<file path="src/pkg/axil_mgmt_bridge_defines.svh">
// constants for the axi4-lite to management port bridge
`ifndef AXIL_MGMT_BRIDGE_DEFINES_SVH
`define AXIL_MGMT_BRIDGE_DEFINES_SVH
`define MGMT_SEL_WRITE 1'h0
`define MGMT_SEL_READ 1'h1
`define MGMT_SELECT_ON 1'h1
`define MGMT_SELECT_OFF 1'h0
`define TURN_TO_READ 1'h1
`define TURN_TO_WRITE 1'h0
`define AXI_RESP_OKAY 2'h0
`define AXI_RESP_SLVERR 2'h2
`define WORD_ZERO 32'h0000_0000
`define STRB_ALL 4'hF
`endif

</file>
<file path="src/pkg/axil_mgmt_bridge_pkg.sv">
// types shared by the management bridge and its bench
package axil_mgmt_bridge_pkg;
    typedef struct packed {
        logic select;
        logic readNotWrite;
        logic [31:0] regAddress;
        logic [31:0] writeWord;
    } mgmt_req_t;
    typedef struct packed {
        logic readAck;
        logic writeAck;
        logic accessError;
        logic [31:0] readWord;
    } mgmt_rsp_t;
endpackage

</file>
<file path="src/hw/axil_mgmt_bridge.sv">
// axi4-lite slave that drives the core's chip-select management port
// Overview of operation
// - each axi read or write becomes one management port access
// - read-not-write only meaningful while select is high at a clock edge
// - write request: select high with read-not-write low at rising edge
// - read request: select high with read-not-write high at rising edge
// - core's 32-bit read word is returned as axi read data
// - core ends a read with its own read acknowledge
// - core ends a write with its own write acknowledge
// - error with an acknowledge maps to an axi slave error response
`timescale 1ns/1ns
`include "axil_mgmt_bridge_defines.svh"
module axi_lite_to_core_mgmt_bridge (
    input wire logic core_clk,
    input wire logic arst_n,
    input wire logic clkEn,
    input wire logic [31:0] s_axi_awaddr,
    input wire logic s_axi_awvalid,
    output logic s_axi_awready,
    input wire logic [31:0] s_axi_wdata,
    input wire logic [3:0] s_axi_wstrb,
    input wire logic s_axi_wvalid,
    output logic s_axi_wready,
    output logic [1:0] s_axi_bresp,
    output logic s_axi_bvalid,
    input wire logic s_axi_bready,
    input wire logic [31:0] s_axi_araddr,
    input wire logic s_axi_arvalid,
    output logic s_axi_arready,
    output logic [31:0] s_axi_rdata,
    output logic [1:0] s_axi_rresp,
    output logic s_axi_rvalid,
    input wire logic s_axi_rready,
    output axil_mgmt_bridge_pkg::mgmt_req_t mgmtReq,
    input wire axil_mgmt_bridge_pkg::mgmt_rsp_t mgmtRsp
);
    import axil_mgmt_bridge_pkg::*;

    typedef enum logic [2:0] {IDLE, WRITE_BUSY, READ_BUSY, WRITE_RESP, READ_RESP} state_t;

    state_t state;
    state_t next_state;
    mgmt_req_t req;
    mgmt_req_t next_req;
    logic [1:0] bresp;
    logic [1:0] next_bresp;
    logic [1:0] rresp;
    logic [1:0] next_rresp;
    logic [31:0] rdata;
    logic [31:0] next_rdata;
    logic readTurn;
    logic next_readTurn;
    logic idle;
    logic writeBusy;
    logic readBusy;
    logic writeResp;
    logic readResp;
    logic doWrite;
    logic doRead;
    logic writeTaken;
    logic readTaken;
    logic writeDone;
    logic readDone;
    logic writeErr;
    logic readErr;
    logic bTaken;
    logic rTaken;

    // state decode shared by the handshakes and the next-value logic
    assign idle = state == IDLE;
    assign writeBusy = state == WRITE_BUSY;
    assign readBusy = state == READ_BUSY;
    assign writeResp = state == WRITE_RESP;
    assign readResp = state == READ_RESP;

    // address and data taken together; a write needs both channels present
    assign doWrite = s_axi_awvalid && s_axi_wvalid && !(s_axi_arvalid && readTurn);
    assign doRead = s_axi_arvalid && !doWrite;

    // readies drop while the enable is low, so a frozen edge never takes a request
    assign writeTaken = clkEn && idle && doWrite;
    assign readTaken = clkEn && idle && doRead;
    assign writeDone = writeBusy && mgmtRsp.writeAck;
    assign readDone = readBusy && mgmtRsp.readAck;
    // error counts only beside its own acknowledge
    assign writeErr = writeDone && mgmtRsp.accessError;
    assign readErr = readDone && mgmtRsp.accessError;
    assign bTaken = writeResp && s_axi_bready;
    assign rTaken = readResp && s_axi_rready;

    assign s_axi_awready = writeTaken;
    assign s_axi_wready = writeTaken;
    assign s_axi_arready = readTaken;
    assign s_axi_bvalid = writeResp;
    assign s_axi_rvalid = readResp;
    assign s_axi_bresp = bresp;
    assign s_axi_rresp = rresp;
    assign s_axi_rdata = rdata;
    assign mgmtReq = req;

    // transfer sequencing
    always_comb begin
        next_state = state;
        case (state)
            IDLE: begin
                if (writeTaken) begin
                    next_state = WRITE_BUSY;
                end else if (readTaken) begin
                    next_state = READ_BUSY;
                end
            end
            WRITE_BUSY: begin
                // nothing new is taken until the master takes the write response, one at a time
                if (writeDone) begin
                    next_state = WRITE_RESP;
                end
            end
            READ_BUSY: begin
                if (readDone) begin
                    next_state = READ_RESP;
                end
            end
            WRITE_RESP: begin
                if (bTaken) begin
                    next_state = IDLE;
                end
            end
            READ_RESP: begin
                if (rTaken) begin
                    next_state = IDLE;
                end
            end
            default: begin
                next_state = IDLE;
            end
        endcase
    end

    // a hung core stalls the bridge; no timeout, as the core always answers
    always_ff @(posedge core_clk or negedge arst_n) begin
        if (!arst_n) begin
            state <= IDLE;
        end else if (clkEn) begin
            state <= next_state;
        end
    end

    // read and write take turns when both are pending, so neither side starves
    always_comb begin
        next_readTurn = readTurn;
        if (writeTaken) begin
            next_readTurn = `TURN_TO_READ;
        end else if (readTaken) begin
            next_readTurn = `TURN_TO_WRITE;
        end
    end

    always_ff @(posedge core_clk or negedge arst_n) begin
        if (!arst_n) begin
            readTurn <= `TURN_TO_WRITE;
        end else if (clkEn) begin
            readTurn <= next_readTurn;
        end
    end

    // request register; it stands unchanged from issue to acknowledge
    always_comb begin
        next_req = req;
        if (writeTaken) begin
            // write strobes are not carried: the port has no byte lanes
            next_req.select = `MGMT_SELECT_ON;
            next_req.readNotWrite = `MGMT_SEL_WRITE;
            next_req.regAddress = s_axi_awaddr;
            next_req.writeWord = s_axi_wdata;
        end else if (readTaken) begin
            next_req.select = `MGMT_SELECT_ON;
            next_req.readNotWrite = `MGMT_SEL_READ;
            next_req.regAddress = s_axi_araddr;
        end else if (writeDone || readDone || !(writeBusy || readBusy)) begin
            next_req.select = `MGMT_SELECT_OFF;
        end
    end

    always_ff @(posedge core_clk or negedge arst_n) begin
        if (!arst_n) begin
            req <= '0;
        end else if (clkEn) begin
            req <= next_req;
        end
    end

    // write status is caught on the acknowledge and stands until the master takes it
    always_comb begin
        next_bresp = bresp;
        if (writeDone) begin
            next_bresp = writeErr ? `AXI_RESP_SLVERR : `AXI_RESP_OKAY;
        end
    end

    always_ff @(posedge core_clk or negedge arst_n) begin
        if (!arst_n) begin
            bresp <= `AXI_RESP_OKAY;
        end else if (clkEn) begin
            bresp <= next_bresp;
        end
    end

    // read answer is caught on the acknowledge, as the core's word may move afterwards
    always_comb begin
        next_rresp = rresp;
        next_rdata = rdata;
        if (readDone) begin
            next_rdata = mgmtRsp.readWord;
            next_rresp = readErr ? `AXI_RESP_SLVERR : `AXI_RESP_OKAY;
        end
    end

    always_ff @(posedge core_clk or negedge arst_n) begin
        if (!arst_n) begin
            rresp <= `AXI_RESP_OKAY;
            rdata <= `WORD_ZERO;
        end else if (clkEn) begin
            rresp <= next_rresp;
            rdata <= next_rdata;
        end
    end
endmodule

</file>
<file path="config.mk">
export PLATFORM = sky130hd
export DESIGN_NAME = axi_lite_to_core_mgmt_bridge
export DESIGN_NICKNAME = d
export VERILOG_FILES = /design/src/pkg/axil_mgmt_bridge_pkg.sv /design/src/hw/axil_mgmt_bridge.sv
export VERILOG_INCLUDE_DIRS = /design/src /design/src/pkg
export SDC_FILE = /design/constraint.sdc
export NUM_CORES = 1
export LEC_CHECK = 0
export BUFFER_PORTS_ARGS = -buffer_cell sky130_fd_sc_hd__buf_2
export CAP_MARGIN = 20
export CORE_MARGIN = 1
export CORE_UTILIZATION = 47
export CTS_CLUSTER_DIAMETER = 80
export CTS_CLUSTER_SIZE = 20
export DETAILED_ROUTE_END_ITERATION = 12
export GPL_ROUTABILITY_DRIVEN = 1
export PLACE_DENSITY_LB_ADDON = 0.08
export SLEW_MARGIN = 20
export SYNTH_ARGS = -nofsm -noshare
export SYNTH_HDL_FRONTEND = slang
export SYNTH_SLANG_ARGS = --single-unit
</file>
<file path="constraint.sdc">
create_clock -name core_clk -period 3.32 [get_ports core_clk]
set_clock_uncertainty 0.15 [all_clocks]
set_input_delay 0.332 -clock core_clk [delete_from_list [all_inputs] [get_ports core_clk]]
set_output_delay 0.332 -clock core_clk [all_outputs]
set_load 0.03 [all_outputs]
</file>
Word level (Yosys, flattened, before mapping)
Cells that the tools add are included.
{"block": "totals", "regBits": 106, "inputBits": 143, "output_inout_bits": 107, "word_cells": 61}
{"block": "op_classes", "eq_ne": 9, "mux": 15, "reduce_logical": 28}
{"op": "34-bit 2-to-1 mux", "count": 1}
{"op": "33-bit 2-to-1 mux", "count": 1}
{"op": "3-bit 2-to-1 mux", "count": 6}
{"op": "3-bit case mux with 5 select lines", "count": 1}
{"op": "1-bit logical AND", "count": 13}
{"op": "2-bit AND reduction", "count": 5}
{"op": "2-bit by 1-bit inequality test with 1-bit output, second input constant", "count": 4}
{"op": "3-bit by 2-bit == test with 1-bit output, second input constant", "count": 2}
{"op": "6-bit AND reduction", "count": 1}
{"op": "1-bit 2-to-1 mux", "count": 4}
{"op": "2-bit 2-to-1 mux", "count": 2}
{"op": "3-bit by 1-bit == test with 1-bit output, second input constant", "count": 1}
{"op": "3-bit == test, second input constant", "count": 1}
{"op": "1-bit logical NOT", "count": 3}
{"op": "3-bit logical NOT", "count": 1}
{"op": "1-bit logical OR", "count": 3}
{"op": "3-bit inequality test, second input constant", "count": 1}
{"op": "3-bit nonzero test", "count": 1}
{"op": "2-bit nonzero test", "count": 1}

Longest topological paths before layout
{"block": "logic_depth", "depth_word": 9, "mapped_depth": 8, "mapped_depth_nobuf": 5}

Worst setup path before layout
Ideal clock, no wire load.
{"block": "synth_timing", "kind": "register to output", "startpoint": "register state[1]", "endpoint": "output port s_axi_wready", "arrival_time_ns": 1.656, "t_required_ns": 2.838, "slack_ns": 1.182, "stages_incl_launch_ff": 7, "path_buffers": 3, "path_cell_list": "dfrtp_1 nor4b_4 nand3_2 inv_2 buf_4 buf_2 buf_4"}
{"block": "synth_between", "elab_chain_cells": 3}
{"element": "start, declared", "line_no": "axil_mgmt_bridge.sv:41", "rtl": "state_t state;"}
{"element": "start signal, assigned", "line_no": "axil_mgmt_bridge.sv:144", "rtl": "state <= next_state;"}
{"element": "3-bit logical NOT", "line_no": "axil_mgmt_bridge.sv:70", "rtl": "assign idle = state == IDLE;"}
{"element": "1-bit logical AND (2 in series)", "line_no": "axil_mgmt_bridge.sv:81", "rtl": "assign writeTaken = clkEn && idle && doWrite;"}
{"element": "end, declared", "line_no": "axil_mgmt_bridge.sv:23", "rtl": "output logic s_axi_wready,"}
Every way passes these cells.

Worst setup path in the final report
{"block": "layout_timing", "startpoint": "register state[1]", "endpoint": "output port s_axi_awready"}
{"block": "layout_between", "elab_chain_cells": 3}
{"element": "3-bit logical NOT", "line_no": "axil_mgmt_bridge.sv:70"}
{"element": "1-bit logical AND (2 in series)", "line_no": "axil_mgmt_bridge.sv:81"}
{"element": "end, declared", "line_no": "axil_mgmt_bridge.sv:19", "rtl": "output logic s_axi_awready,"}
Every way passes these cells.

==> flow_metrics.env <==
export IMPL_antenna_found_initial=0
export IMPL_maxSlewHeadroom_pct=25.6
export IMPL_path_class="reg2out"
export IMPL_powerDensity_nw_per_um2=1020
export IMPL_crit_fanout=30
export IMPL_final_max_slew_viol_count=0
export IMPL_synth_cells=412
export IMPL_setup_tns_ns=0
export IMPL_antenna_cells=0
export IMPL_pre_cts_ws_ns=1.11
export IMPL_ctsResizeCount=0
export IMPL_hold_class="in2reg"
export IMPL_p_leak_nw=3.14
export IMPL_grt_max_degree=62
export IMPL_via_count=3724
export IMPL_wire_per_inst_um=14.4
export IMPL_grt_pass1_wl_mm=17.8
export IMPL_fmax_ghz=0.407
export IMPL_syn_area_per_cell_um2=10.4
export IMPL_outcome="finished, final reports clean"
export IMPL_clock_root_buffer="clkbuf_8"
export IMPL_die_area_um2=9510
export IMPL_setup_slack_ns=0.862
export IMPL_period_minus_slack_ns=2.46
export IMPL_cp_required_ns=2.84
export IMPL_clock_sinks=104
export IMPL_io_pins=250
export IMPL_placed_cell_area_um2=5530
export IMPL_finalCritPeriodShare_pct=74.0
export IMPL_numCtsBuffers=9
export IMPL_setup_violations=0
export IMPL_dr_pass1_iters=4
export IMPL_worstSkewPairLatency_ns=0.34
export IMPL_dpl_cell_count=742
export IMPL_instances_no_fill=762
export IMPL_fillers=745
export IMPL_clockBufferDepth=2
export IMPL_core_um2=8760
export IMPL_routabilityCongestion=0.785
export IMPL_area_delta_synth_final_pct=34.1
export IMPL_grt_overflow_total=0
export IMPL_cp_arrival_ns=1.98
export IMPL_grt_util_all_layers_pct=23.6
export IMPL_start_util_pct=48.9
export IMPL_die_height_um=97.5
export IMPL_synth_seq_area_share_pct=60.7
export IMPL_layout_drive_gt1_share_pct=45.6
export IMPL_fin_nets=792
export IMPL_drc_errors=0
export IMPL_synthesis_area_um2=4290
export IMPL_finalCoreUtilization_pct=65.6
export IMPL_synth_warnings=0
export IMPL_clkTransAtPathRegs_ns=0.10
export IMPL_irDropWorstVdd_uv=534
export IMPL_grt_pass1_vias=3620
export IMPL_fp_row_count=34
export IMPL_wl_mm=11.0
export IMPL_fp_dieW_um=97.5
export IMPL_finalInstanceArea_um2=5750
export IMPL_max_cap_violations=0
export IMPL_vias_per_cell=4.89
export IMPL_cts_tree="done"
export IMPL_ys_types=29
export IMPL_h_tree_depth=3
export IMPL_ys_ff_latch=104
export IMPL_hold_viol=0
export IMPL_startpoint_type="register"
export IMPL_tightest_slew_ns=1.10
export IMPL_drtAntennaViolNets=0
export IMPL_endpoint_kind="output port"
export IMPL_rsz0062_at_grt="false"
export IMPL_port_buffer_count=243
export IMPL_dp_hpwl_mm=8.04
export IMPL_drt_iter0_drc=101
-- cells by family (layout without fill, tap and decap cells) --
kind of cell,after synthesis,in the layout,synth area share [%]
multiplexers,35,35,9.19
other,1,2,0.0875
buffers and inverters,37,278,4.82
AND/OR/NAND/NOR,192,192,18.3
AO/OA/AOI/OAI,43,43,6.89
flip-flops,104,104,60.7
-- synth_stat cells --
library cell	count	area share [%]
nand2_1	154	13
dfrtp_1	104	61
mux2_2	29	7.6
nor2_1	28	2.5
a31oi_1	26	3.8
buf_2	12	1.4
inv_1	9	0.79
a222oi_1	6	1.4
clkbuf_1	6	0.53
mux2_1	6	1.6
buf_6	5	1.3
buf_4	4	0.70
o21ai_0	4	0.47
a21oi_1	2	0.23
and3_1	2	0.29
nor3_1	2	0.23
a21o_1	1	0.18
a31o_2	1	0.20
and2_1	1	0.15
conb_1	1	0.087
inv_2	1	0.087
nand3_2	1	0.23
nand4_4	1	0.50
nor3b_1	1	0.18
nor4b_4	1	0.55
o211a_1	1	0.23
o21a_1	1	0.18
o311ai_0	1	0.20
or4b_2	1	0.23
-- final cells by class --
class | instances | area (um^2) | area share [%]
clock buffer | 11 | 141 | 2.46
clock inverter | 5 | 41.3 | 0.718
inverter | 10 | 37.5 | 0.653
multi-input combinational | 272 | 1480 | 25.8
sequential | 104 | 2600 | 45.3
tap | 108 | 135 | 2.35
timing repair buffer | 252 | 1310 | 22.8
-- stage by stage --
stage          power, W  hold WS, ns
2_1_floorplan   0.00424       -0.114
3_3_place_gp    0.00509        0.259
3_5_place_dp    0.00517        0.254
4_1_cts         0.00590      0.00122
5_1_grt         0.00620      0.00229
6_report        0.00584       0.0164
-- state kept, by name, indices dropped and copies added (netlist names) --
signal and count:
mgmtReq 66, s_axi_rresp 1, readTurn 1, state 3, s_axi_rdata 32, s_axi_bresp 1
-- where the power goes --
part           switching, W  internal, W  leakage [nW]  total, W
registers          0.000321      0.00187          1.24   0.00219
clock network      0.000425     0.000299        0.0861  0.000725
logic               0.00200     0.000920          1.81   0.00292
total               0.00275      0.00309          3.14   0.00584
-- cell usage in the layout (no fill, tap or decap), types with 2 or more instances in the layout --
cell / n
a222oi_1: 6
a21oi_1: 2
conb_1: 2
clkbuf_8: 10
a31oi_1: 26
and3_1: 2
buf_2: 242
dlygate4sd3_1: 4
nor3_1: 2
mux2_2: 29
mux2_1: 6
clkinv_4: 2
buf_4: 5
nor2_1: 28
clkinvlp_4: 2
inv_1: 9
o21ai_0: 4
dfrtp_1: 104
nand2_1: 154
-- worst paths after layout --
path,startpoint,to,slack (ns),depth (start not counted)
min in group asynchronous,arst_n,mgmtReq[40],0.39,2
hold / removal,s_axi_wdata[1],mgmtReq[1],0.02,3
hold reg to reg,mgmtReq[27],mgmtReq[27],0.33,2
max in group asynchronous,arst_n,s_axi_rdata[13],1.89,3
setup reg to reg,state[1],mgmtReq[37],1.12,6
setup / recovery,state[1],s_axi_awready,0.86,4
-- what timing repair did --
| item | in CTS | in global routing |
|---|---|---|
| setup buffers | 0 | 0 |
| hold buffers | 4 | 0 |
| endpoints found under the hold margin | 53 | 0 |
| setup endpoints to repair | 0 | 0 |
-- metal layers --
layer  global-route usage [%]  up-vias  wire length, um
met1                     29.9     1698             4400
met2                     39.7      172             5470
li1                         -     1824                -
met4                     9.73        0              334
met3                     4.46       30              779
met5                        0        -                0
-- worst max-delay path: stages, from the launching register on --
cell and delay, ns:
dfrtp_1 0.46, nor4b_4 0.37, nand3_2 0.12, inv_2 0.38, buf_2 0.29
Note: power is estimated with default switching activity, not from simulation.
